[config.mk]
export PLATFORM = sky130hd
export DESIGN_NAME = prbr_device_flat
export DESIGN_NICKNAME = d
export VERILOG_FILES = /design/src/prbr_pkg.sv /design/src/prbr_if.sv /design/src/prbr_device.sv /design/src/flat_wrapper.sv
export SDC_FILE = /design/constraint.sdc
export NUM_CORES = 1
export LEC_CHECK = 0
export BUFFER_PORTS_ARGS = -buffer_cell sky130_fd_sc_hd__buf_2
export CORE_ASPECT_RATIO = 0.8
export CORE_MARGIN = 3
export CORE_UTILIZATION = 50
export DETAILED_ROUTE_END_ITERATION = 12
export MAX_ROUTING_LAYER = met4
export PLACE_DENSITY = 0.71
export SLEW_MARGIN = 20
export SYNTH_ARGS = -nofsm -noshare
export SYNTH_HDL_FRONTEND = slang
export SYNTH_SLANG_ARGS = --single-unit
[constraint.sdc]
create_clock -name clk_sys_i -period 2.89 [get_ports clk_sys_i]
set_input_delay 0.1445 -clock clk_sys_i [delete_from_list [all_inputs] [get_ports clk_sys_i]]
set_output_delay 0.1445 -clock clk_sys_i [all_outputs]
set_load 0.005 [all_outputs]
[src/prbr_pkg.sv]
package prbr_pkg;
    localparam int PRBR_AW = 5;
    localparam int PRBR_DW = 16;
    // management offsets
    localparam logic [4:0] PRBR_OFF_CTRL = 5'h00;
    localparam logic [4:0] PRBR_OFF_STAT = 5'h01;
    localparam logic [4:0] PRBR_OFF_ID1 = 5'h02;
    localparam logic [4:0] PRBR_OFF_ID2 = 5'h03;
    localparam logic [4:0] PRBR_OFF_XCTL2 = 5'h1C;
    // field positions
    localparam int PRBR_BIT_FULL_RST = 15;
    localparam int PRBR_BIT_SOFT_RST = 9;
    // reset values
    localparam logic [15:0] PRBR_CTRL_RST = 16'h3100;
    localparam logic [15:0] PRBR_STAT_VAL = 16'h7849;
    localparam logic [15:0] PRBR_XCTL2_RST = 16'h0000;
    // arbitrary identifier values
    localparam logic [15:0] PRBR_ID1_VAL = 16'h1234;
    localparam logic [15:0] PRBR_ID2_VAL = 16'h5670;
    // timing, counter width and host register numbers
    localparam int PRBR_CLK_MHZ = 200;
    localparam int PRBR_POR_NS = 100;
    localparam int PRBR_POR_CYC = PRBR_POR_NS * PRBR_CLK_MHZ / 1000;
    localparam int PRBR_HWRST_NS = 1000;
    localparam int PRBR_HWRST_CYC =
        (PRBR_HWRST_NS * PRBR_CLK_MHZ + 999) / 1000;
    localparam int PRBR_SWRST_NS = 1000;
    localparam int PRBR_SWRST_CYC = PRBR_SWRST_NS * PRBR_CLK_MHZ / 1000;
    localparam int PRBR_SWWAIT_NS = 3000;
    localparam int PRBR_SWWAIT_CYC =
        (PRBR_SWWAIT_NS * PRBR_CLK_MHZ + 999) / 1000;
    localparam int PRBR_SOFT_CYC = 16;
    localparam int PRBR_CW = 12;
    localparam logic [1:0] PRBR_REG_CTRL = 2'h0;
    localparam logic [1:0] PRBR_REG_CMD = 2'h1;
    localparam logic [1:0] PRBR_REG_STAT = 2'h2;
    localparam logic [1:0] PRBR_REG_RD = 2'h3;
endpackage

[src/prbr_if.sv]
`timescale 1ns/100ps
interface prbr_if;
    logic reset_n;
    logic req;
    logic we;
    logic [4:0] addr;
    logic [15:0] wdata;
    logic ack;
    logic [15:0] rdata;
    modport device (
        input reset_n, req, we, addr, wdata,
        output ack, rdata
    );
    modport host (
        output reset_n, req, we, addr, wdata,
        input ack, rdata
    );
endinterface

[src/prbr_device.sv]
`timescale 1ns/100ps
module prbr_device
    import prbr_pkg::*;
#(
    parameter int HWRST_CYC = PRBR_HWRST_CYC,
    parameter int SWRST_CYC = PRBR_SWRST_CYC
)(
    input wire logic clk_sys_i,
    input wire logic nrst_i,
    prbr_if.device mgmt,
    input wire logic [3:0] strap_i,
    output logic [3:0] strap_o,
    output logic [15:0] ctrl_o,
    output logic in_reset_o,
    output logic datapath_rst_o
);
    typedef enum logic [1:0] {ST_POR, ST_RUN, ST_FULL} prbr_st_type;
    prbr_st_type st_ff, nxt_st;
    logic [2:0] pin_ff, nxt_pin;
    logic [PRBR_CW-1:0] cnt_ff, nxt_cnt;
    logic [PRBR_CW-1:0] low_ff, nxt_low;
    logic [4:0] soft_ff, nxt_soft;
    logic [15:0] ctrl_ff, nxt_ctrl;
    logic [15:0] xctl_ff, nxt_xctl;
    logic [3:0] strap_ff, nxt_strap;
    logic ack_ff, nxt_ack;
    logic [15:0] rd_ff, nxt_rd;
    logic pin_low;
    logic acc;
    logic [3:0] strap_s0_ff, nxt_strap_s0;
    logic [3:0] strap_s1_ff, nxt_strap_s1;
    logic [3:0] strap_s2_ff, nxt_strap_s2;

    // pin counter stops at its limit; one compare shared by the por and pin counters
    function automatic logic at_lim(input logic [PRBR_CW-1:0] c,
        input int lim);
        at_lim = (c == PRBR_CW'(lim));
    endfunction

    // pin passes three flops; low once the last two both read low
    assign pin_low = ~pin_ff[1] & ~pin_ff[2];
    // requests wait unanswered outside the run state
    assign acc = mgmt.req & ~ack_ff & (st_ff == ST_RUN);

    always_comb
    begin
        nxt_pin = {pin_ff[1:0], mgmt.reset_n};
        nxt_st = st_ff;
        nxt_cnt = cnt_ff;
        nxt_low = pin_low ? (at_lim(low_ff, HWRST_CYC) ? low_ff :
            low_ff + 1'b1) : '0;
        nxt_soft = (soft_ff != 5'h00) ? soft_ff - 5'h01 : 5'h00;
        nxt_ctrl = ctrl_ff;
        nxt_xctl = xctl_ff;
        nxt_strap = strap_ff;
        nxt_ack = 1'b0;
        nxt_rd = rd_ff;
        case (st_ff)
            ST_POR:
            begin
                // internal por; straps follow the pins till it ends
                nxt_cnt = cnt_ff + 1'b1;
                // whole word must agree, so one bouncing strap holds all
                if (strap_s1_ff == strap_s2_ff)
                    nxt_strap = strap_s2_ff;
                if (at_lim(cnt_ff, PRBR_POR_CYC))
                    nxt_st = ST_RUN;
            end
            ST_RUN:
            begin
                if (acc)
                begin
                    nxt_ack = 1'b1;
                    if (mgmt.we)
                    begin
                        if (mgmt.addr == PRBR_OFF_CTRL)
                        begin
                            nxt_ctrl = mgmt.wdata;
                            if (mgmt.wdata[PRBR_BIT_FULL_RST])
                            begin
                                nxt_st = ST_FULL;
                                nxt_cnt = '0;
                            end
                        end
                        else if (mgmt.addr == PRBR_OFF_XCTL2)
                        begin
                            // soft bit is a strobe; others kept
                            nxt_xctl = mgmt.wdata;
                            nxt_xctl[PRBR_BIT_SOFT_RST] = 1'b0;
                            if (mgmt.wdata[PRBR_BIT_SOFT_RST])
                                nxt_soft = 5'(PRBR_SOFT_CYC);
                        end
                        // status and ids ignore writes
                    end
                    else
                    begin
                        case (mgmt.addr)
                            PRBR_OFF_CTRL: nxt_rd = ctrl_ff;
                            PRBR_OFF_STAT: nxt_rd = PRBR_STAT_VAL;
                            PRBR_OFF_ID1: nxt_rd = PRBR_ID1_VAL;
                            PRBR_OFF_ID2: nxt_rd = PRBR_ID2_VAL;
                            PRBR_OFF_XCTL2: nxt_rd = xctl_ff;
                            default: nxt_rd = 16'h0000;
                        endcase
                    end
                end
            end
            ST_FULL:
            begin
                // registers to defaults, straps untouched
                nxt_cnt = cnt_ff + 1'b1;
                if (cnt_ff >= PRBR_CW'(SWRST_CYC - 1))
                begin
                    nxt_ctrl = PRBR_CTRL_RST; // bit 15 clears
                    nxt_xctl = PRBR_XCTL2_RST;
                    nxt_soft = 5'h00;
                    nxt_st = ST_RUN;
                end
            end
            default: nxt_st = ST_POR;
        endcase
        // pin reset held 1 us acts like power-up
        if (at_lim(low_ff, HWRST_CYC))
        begin
            nxt_st = ST_POR;
            nxt_cnt = '0;
            nxt_ctrl = PRBR_CTRL_RST;
            nxt_xctl = PRBR_XCTL2_RST;
            nxt_soft = 5'h00;
            nxt_ack = 1'b0;
        end
    end

    always_ff @(posedge clk_sys_i or negedge nrst_i)
    begin
        if (!nrst_i)
        begin
            st_ff <= ST_POR;
            pin_ff <= 3'h7;
            cnt_ff <= '0;
            low_ff <= '0;
            soft_ff <= 5'h00;
            ctrl_ff <= PRBR_CTRL_RST;
            xctl_ff <= PRBR_XCTL2_RST;
            strap_ff <= 4'h0;
            ack_ff <= 1'b0;
            rd_ff <= 16'h0000;
        end
        else
        begin
            st_ff <= nxt_st;
            pin_ff <= nxt_pin;
            cnt_ff <= nxt_cnt;
            low_ff <= nxt_low;
            soft_ff <= nxt_soft;
            ctrl_ff <= nxt_ctrl;
            xctl_ff <= nxt_xctl;
            strap_ff <= nxt_strap;
            ack_ff <= nxt_ack;
            rd_ff <= nxt_rd;
        end
    end

    // straps are pins: two flops before anything reads them
    always_comb
    begin
        nxt_strap_s0 = strap_i;
        nxt_strap_s1 = strap_s0_ff;
        nxt_strap_s2 = strap_s1_ff;
    end

    always_ff @(posedge clk_sys_i or negedge nrst_i)
    begin
        if (!nrst_i)
        begin
            strap_s0_ff <= 4'h0;
            strap_s1_ff <= 4'h0;
            strap_s2_ff <= 4'h0;
        end
        else
        begin
            strap_s0_ff <= nxt_strap_s0;
            strap_s1_ff <= nxt_strap_s1;
            strap_s2_ff <= nxt_strap_s2;
        end
    end

    assign mgmt.ack = ack_ff;
    assign mgmt.rdata = rd_ff;
    assign strap_o = strap_ff;
    assign ctrl_o = ctrl_ff;
    assign in_reset_o = (st_ff != ST_RUN);
    assign datapath_rst_o = (st_ff != ST_RUN) | (soft_ff != 5'h00);
endmodule

[src/flat_wrapper.sv]
// flat-port wrapper written by rule: the top's interface ports become plain ports
module prbr_device_flat import prbr_pkg::*;
#(
    parameter int HWRST_CYC = PRBR_HWRST_CYC,
    parameter int SWRST_CYC = PRBR_SWRST_CYC
)
  (clk_sys_i, nrst_i, strap_i, strap_o, ctrl_o, in_reset_o, datapath_rst_o, mgmt_reset_n, mgmt_req, mgmt_we, mgmt_addr, mgmt_wdata, mgmt_ack, mgmt_rdata);
  prbr_if mgmt_i ();
  input wire logic clk_sys_i;
  input wire logic nrst_i;
  input wire logic [3:0] strap_i;
  output logic [3:0] strap_o;
  output logic [15:0] ctrl_o;
  output logic in_reset_o;
  output logic datapath_rst_o;
  input wire logic [$bits(mgmt_i.reset_n)-1:0] mgmt_reset_n;
  input wire logic [$bits(mgmt_i.req)-1:0] mgmt_req;
  input wire logic [$bits(mgmt_i.we)-1:0] mgmt_we;
  input wire logic [$bits(mgmt_i.addr)-1:0] mgmt_addr;
  input wire logic [$bits(mgmt_i.wdata)-1:0] mgmt_wdata;
  output wire logic [$bits(mgmt_i.ack)-1:0] mgmt_ack;
  output wire logic [$bits(mgmt_i.rdata)-1:0] mgmt_rdata;
  assign mgmt_i.reset_n = mgmt_reset_n;
  assign mgmt_i.req = mgmt_req;
  assign mgmt_i.we = mgmt_we;
  assign mgmt_i.addr = mgmt_addr;
  assign mgmt_i.wdata = mgmt_wdata;
  assign mgmt_ack = mgmt_i.ack;
  assign mgmt_rdata = mgmt_i.rdata;
  prbr_device #(.HWRST_CYC(HWRST_CYC), .SWRST_CYC(SWRST_CYC)) u_core (.clk_sys_i(clk_sys_i), .nrst_i(nrst_i), .mgmt(mgmt_i), .strap_i(strap_i), .strap_o(strap_o), .ctrl_o(ctrl_o), .in_reset_o(in_reset_o), .datapath_rst_o(datapath_rst_o));
endmodule
==> impl_metrics.csv, run 1 <==
group,metric,value,unit
critical_path,cpPeakStageDelay,0.64,ns
critical_path,path_max_fanout,11,
grt,grt_overflow,0,
clock_tree,ctsResizeCount,0,
floorplanning,die_x,114,um
yosys,ys_seq_elements,98,
yosys,synthSimpleGateAreaFrac,18.72,%
yosys,synthXorXnorAreaFrac,2.440,%
yosys,yosys_warnings,0,
critical_path,path_class,"flip-flop to flip-flop",
yosys,yosysSeqAreaShare,52.72,%
drt,drt_first_pass_iters,4,
sta,setup_viol,0,
sta,tightestPinTransition,0.8849,ns
clock_tree,cts_root_buf,"clkbuf_16",
critical_path,cp_data_arrival_time,2.65,ns
clock_tree,cts_made_buffers,9,
sta,max_freq,414.8,MHz
yosys,synth.avg_cell_area,9.802,um^2
grt,grt.total_usage,21.49,%
floorplanning,die_h,92.40,um
pwr,vdd_drop_max,0.0005139,V
pwr,power_density,883.5,nW/um^2
clock_tree,insertion_delay,0.34,ns
yosys,synth_fa_ha_area_share,2.414,%
clock_tree,clkSinkCount,98,
yosys,syn_nets,515,
clock_tree,path_clk_slew,0.07,ns
floorplanning,start_util,53.12,%
sta,tns,0,ns
placement,dp.cells,637,
yosys,synth_compound_area_share,18.53,%
pwr,p_leak,2.407,nW
yosys,synth_top_area_share,49.34,%
finish,antennaDiodeCount,0,
floorplanning,io_pins,69,
floorplanning,num_rows,30,
grt,antenna_found_initial,0,
drt,vias,3830,
yosys,synth_cell_types,58,
sta,slew_viol_final,0,
yosys,synth_top_family_by_area,"simple AND/OR/NAND/NOR gates",
critical_path,cp.required,3.13,ns
drt,vias_per_cell,5.812,
yosys,syn_inst,476,
finish,utilization,62.68,%
clock_tree,hold_buffers,6,
yosys,synth.top_cells.by_count,"dfrtp_1 (92), nand2_1 (42), o21ai_0 (42)",
yosys,yosysMostFrequentCell,"dfrtp_1",
drt,drtIter0Drc,246,
placement,gp_congestion,0.8711,
placement,post-dp-hpwl,7.338,mm
yosys,async_flop_share,100.0,%
drt,wirelength,10.89,mm
yosys,synthMuxAreaShare,1.394,%
sta,hold_viol,0,
pwr,pwr-share-seq,41.0,%
worst_hold_path,hold_class,"input pin to flip-flop",
critical_path,crit_path_start_kind,"flip-flop",
sta,relSlewSlack,40.17,%
drt,wl_per_cell,16.52,um
flow_run,cap_violations,0,
drt,postRouteAntennaNets,0,
placement,port_buffers,68,
clock_tree,tritoncts,"yes",
sta,grt_setup_unrepaired,"false",
pwr,p_total,4.864,mW
pwr,netSwitchingFraction,34.63,%
clock_tree,cts_setup_buffers,0,
yosys,syn_area,4666,um^2
sta,finalClockSkew,0.01069,ns
drt,drc,0,
grt,grt_pass1_vias,3667,
finish,drive_gt1_share,20.84,%
yosys,synth_edf_count,0,
critical_path,r2r_slack,0.48,ns
grt,grt_max_degree,99,
pwr,clkPwrFrac,26.7,%
yosys,synthFlopType,"dfrtp_1",
sta,fin_crit,2.411,ns
run_status,status,"complete, no violations",
finish,stdcell_count,659,
critical_path,path_cells,"inv_1 -> ha_1 -> nand4b_1 -> o41ai_4 -> a31oi_1 -> a311oi_1",
pwr,p_sw,1.684,mW
clock_tree,htree_levels,3,
clock_tree,cts_buffer_depth,2,
sta,finalCritPeriodShare,83.41,%
finish,syn_to_final_growth,17.99,%
critical_path,endpoint_kind,"flip-flop",
critical_path,crit_slowest_cell,"o41ai_4",
finish,final_nets,581,
pwr,p_int,3.180,mW
pwr,power_frac_comb,32.2,%
floorplanning,die-area,10530,um^2
grt,grt_pass1_wl,17.86,mm
yosys,synth_area_leaders,"dfrtp_1 (49%), o21ai_0 (4.5%), a21oi_1 (4.3%)",
floorplanning,core_region_area,8783,um^2
yosys,yosysTopAreaCell,"dfrtp_1",
[layout make-up]
cell class | instances | area (um^2)
well taps | 112 | 140.1
repair buffers | 84 | 490.5
multi-input cells | 334 | 2032
fillers | 737 | 3278
inverters | 15 | 56.30
clock buffers | 9 | 225.2
clock inverters | 7 | 101.3
flip-flops and latches | 98 | 2460
[final timing paths]
path                       depth (start not counted)                    from                     end
max                                                6         u_core.st_ff[1]        u_core.cnt_ff[5]
min reg2reg                                        0  u_core.nxt_strap_s1[0]  u_core.nxt_strap_s2[0]
max reg2reg                                        6         u_core.st_ff[1]        u_core.cnt_ff[5]
min in group asynchronous                          3                  nrst_i       u_core.low_ff[11]
min                                                3           mgmt_wdata[6]        u_core.ctrl_o[6]
max in group asynchronous                          3                  nrst_i       u_core.ctrl_o[13]
[metal layers]
metal / vias to the layer above / part of all wire, % / GRT usage (%)
met2: 97 / 46 / 31.77
met5: - / 0 / -
li1: 1835 / - / -
met4: 0 / 0.74 / 4.847
met3: 9 / 6.2 / 4.964
met1: 1889 / 47 / 30.39
[critical path, delay by kind of cell, from the launching register on]
family	cells	cell delay (ns)
AO/OA/AOI/OAI	3	1.11
adder cells (fa/ha/maj)	1	0.41
buffers and inverters	1	0.09
flip-flops	1	0.41
AND/OR/NAND/NOR	1	0.28
[stage by stage]
step	setup slack (ns)	hold slack (ns)	cell area [um^2]
floorplan	0.8953	-0.1511	4666
global placement	0.6116	0.2418	5119
detailed placement	0.4890	0.2472	5119
CTS	0.4817	0.03908	5505
global route	0.3066	0.04773	5505
finish	0.4794	0.04646	5505
[cells in the final DEF, fill, tap and decap left out, drive strengths merged, types with 7 or more instances in the layout]
cell / n
dfrtp: 92
nand3b: 16
inv: 17
a21oi: 40
clkbuf: 9
nand3: 14
buf: 78
a211oi: 7
nand2: 42
xor2: 10
nor3: 13
a31oi: 19
o21ai: 43
ha: 9
nor2: 36
nand4: 7
[state kept, by name (all words and copies together), names as in the netlist]
signal               cells
u_core.pin_ff            3
u_core.ctrl_o           16
u_core.xctl_ff          15
u_core.mgmt.rdata       16
u_core.strap_s2_ff       4
u_core.st_ff             2
u_core.low_ff           12
u_core.mgmt.ack          1
u_core.soft_ff           5
u_core.cnt_ff           12
u_core.strap_o           4
u_core.nxt_strap_s2      4
u_core.nxt_strap_s1      4
[kinds of logic (layout without fill, tap and decap cells)]
kind of cell / count (synthesis) / in the layout
AO/OA/AOI/OAI: 140 / 140
XOR/XNOR: 13 / 13
adder cells (fa/ha/maj): 9 / 9
buffers and inverters: 44 / 115
flip-flops: 98 / 98
multiplexers: 6 / 6
AND/OR/NAND/NOR: 166 / 166
[power by group through the flow]
| stage | clock network [mW] | logic [mW] | registers (mW) |
|---|---|---|---|
| 2_1_floorplan | 0 | 1.06 | 1.97 |
| 3_3_place_gp | 0 | 1.52 | 2.00 |
| 3_5_place_dp | 0 | 1.56 | 2.02 |
| 4_1_cts | 1.33 | 1.57 | 1.99 |
| 5_1_grt | 1.40 | 1.76 | 2.04 |
| 6_report | 1.30 | 1.57 | 2.00 |
No activity file was read; power rests on OpenSTA's default activity.
==> run 2, diff against run 1 <==
==> constraint.sdc (replaced) <==
create_clock -name clk_sys_i -period 2.28 [get_ports clk_sys_i]
set_input_delay 0.114 -clock clk_sys_i [delete_from_list [all_inputs] [get_ports clk_sys_i]]
set_output_delay 0.114 -clock clk_sys_i [all_outputs]
set_load 0.005 [all_outputs]
==> run 2 against run 1 <==
Global-route usage up 1.5 points. Design area rose by 0.89%. Largest power group unchanged. Sequential cell count did not move. Critical path type unchanged. Clock skew down 0.0022 ns. First-iteration DRC count grew 39%. Count of clock-buffer cells in the layout grew 3. Power is 25% higher. Clock power up 13%. Hold slack got worse by 0.030 ns.
==> impl_metrics.csv, run 2 (synthesis results as in run 1) <==
group,metric,value,unit
run_status,status,"complete, no violations",
critical_path,r2r-start,"u_core.st_ff[1]",
sta,grt_setup_unrepaired,"false",
grt,grt.total_usage,22.97,%
grt,grt_pass1_vias,3868,
critical_path,reg2reg_depth,6,
grt,grt_overflow,0,
finish,drive_gt1_share,21.84,%
drt,drt_first_pass_iters,5,
sta,fin_crit,2.082,ns
placement,gp_congestion,0.8675,
floorplanning,die_x,114,um
grt,grt_pass1_wl,19.01,mm
drt,drc,0,
sta,relSlewSlack,62.77,%
drt,wl_per_cell,16.91,um
drt,vias,3898,
clock_tree,cts_made_buffers,9,
finish,syn_to_final_growth,19.04,%
floorplanning,core_region_area,8783,um^2
sta,tightestPinTransition,0.5563,ns
worst_hold_path,hold_depth,3,
drt,topRoutingLayerUsed,"met4",
pwr,p_leak,2.432,nW
placement,dpl-instance-area,5204,um^2
pwr,power_density,1096,nW/um^2
clock_tree,cts_root_buf,"clkbuf_16",
critical_path,endpoint_kind,"flip-flop",
critical_path,worstReg2RegEnd,"u_core.st_ff[1]",
finish,antennaDiodeCount,0,
clock_tree,path_clk_slew,0.07,ns
grt,antenna_found_initial,0,
finish,stdcell_count,666,
sta,finalClockSkew,0.008493,ns
clock_tree,htree_levels,3,
clock_tree,clkSinkCount,98,
clock_tree,cts_buffer_depth,2,
floorplanning,io_pins,69,
placement,port_buffers,68,
sta,slew_viol_final,0,
drt,postRouteAntennaNets,0,
floorplanning,die-area,10530,um^2
finish,finalInstanceArea,5554,um^2
drt,wirelength,11.26,mm
critical_path,crit_path_start_kind,"flip-flop",
flow_run,cap_violations,0,
critical_path,path_max_fanout,6,
floorplanning,die_h,92.40,um
drt,vias_per_cell,5.853,
sta,finalCritPeriodShare,91.30,%
finish,final_common_cell,"dfrtp_1",
drt,drtIter0Drc,343,
clock_tree,ctsResizeCount,0,
finish,final_nets,589,
worst_hold_path,min_from,"mgmt_wdata[7]",
sta,tns,0,ns
pwr,vdd_drop_max,0.0007331,V
floorplanning,start_util,53.12,%
sta,setup_viol,0,
drt,wl_met3,657,um
placement,post-dp-hpwl,7.895,mm
critical_path,cp_data_arrival_time,2.34,ns
drt,wl_met2,4.994,mm
critical_path,r2r_slack,0.20,ns
placement,dp.cells,645,
worst_hold_path,hold_class,"input pin to flip-flop",
drt,m1WireLength,5.511,mm
grt,grt_max_degree,51,
critical_path,path_class,"flip-flop to flip-flop",
worst_hold_path,whs_endpoint,"u_core.ctrl_o[7]",
clock_tree,insertion_delay,0.34,ns
clock_tree,tritoncts,"yes",
sta,hold_viol,0,
floorplanning,num_rows,30,
finish,final_cell_mix,"dfrtp_1 (92), buf_2 (67), nand2_1 (42), o21ai_0 (42), a21oi_1 (40)",
critical_path,cp.required,2.54,ns
critical_path,startpoint,"u_core.st_ff[1]",
sta,max_freq,480.4,MHz
-- run 2: cell types whose count changed in the layout (fill, tap and decap cells not counted) --
cell        before  now
buf_4           10   16
inv_6            1    0
clkinvlp_4       1    2
clkbuf_8         0    3
clkinv_2         1    0
buf_12           1    3
bufinv_16        2    0
inv_8            1    0
-- run 2: worst max-delay path by stage --
stage                              endpoint  slack [ns]  depth (start not counted)
after floorplan            u_core.cnt_ff[3]        0.29                          7
after global placement      u_core.st_ff[1]        0.33                          6
after detailed placement   u_core.cnt_ff[5]        0.23                          7
after CTS                 u_core.soft_ff[2]        0.21                          6
after global routing      u_core.soft_ff[2]        0.03                          6
final                       u_core.st_ff[1]        0.20                          6
-- run 2: through the flow --
stage | total power [mW] | util [%] | hold WS [ns] | setup WS [ns]
after CTS | 6.110 | 63.23 | 0.006802 | 0.2084
after global placement | 4.543 | 59.25 | 0.04726 | 0.3278
final | 6.085 | 63.23 | 0.01680 | 0.1985
after global routing | 6.511 | 63.23 | 0.01999 | 0.02597
after floorplan | 3.847 | - | -0.1816 | 0.2853
after detailed placement | 4.620 | 59.25 | 0.05467 | 0.2312
-- run 2: where the power goes --
group          switching (mW)  internal (mW)
logic                    1.18          0.900
clock network           0.648          0.826
registers               0.316           2.22
total                    2.14           3.95
-- run 2: layout make-up --
cell class	instances	area, um^2
Clock buffer	12	266.5
Multi-Input combinational cell	334	2032
Timing Repair Buffer	92	575.6
Fill cell	727	3229
Tap cell	112	140.1
Sequential cell	98	2460
Clock inverter	3	23.77
Inverter	15	56.30
-- run 2: repair_timing --
| action | 4_1_cts | 5_1_grt |
|---|---|---|
| buffers inserted | 0 | 0 |
| hold endpoints to repair | 31 | 0 |
| hold buffers | 6 | 0 |
-- run 2: critical path: stages, from the launching register on --
cell      delay [ns]
dfrtp_1         0.42
inv_1           0.09
ha_1            0.27
and4b_1         0.34
a41oi_1         0.27
a211oi_2        0.37
mux2i_1         0.23
-- run 2: metal layers --
layer	up-vias	track usage, %
li1	1847	-
met1	1914	32.99
met2	125	34.11
met3	12	4.180
met4	0	5.440
met5	-	-
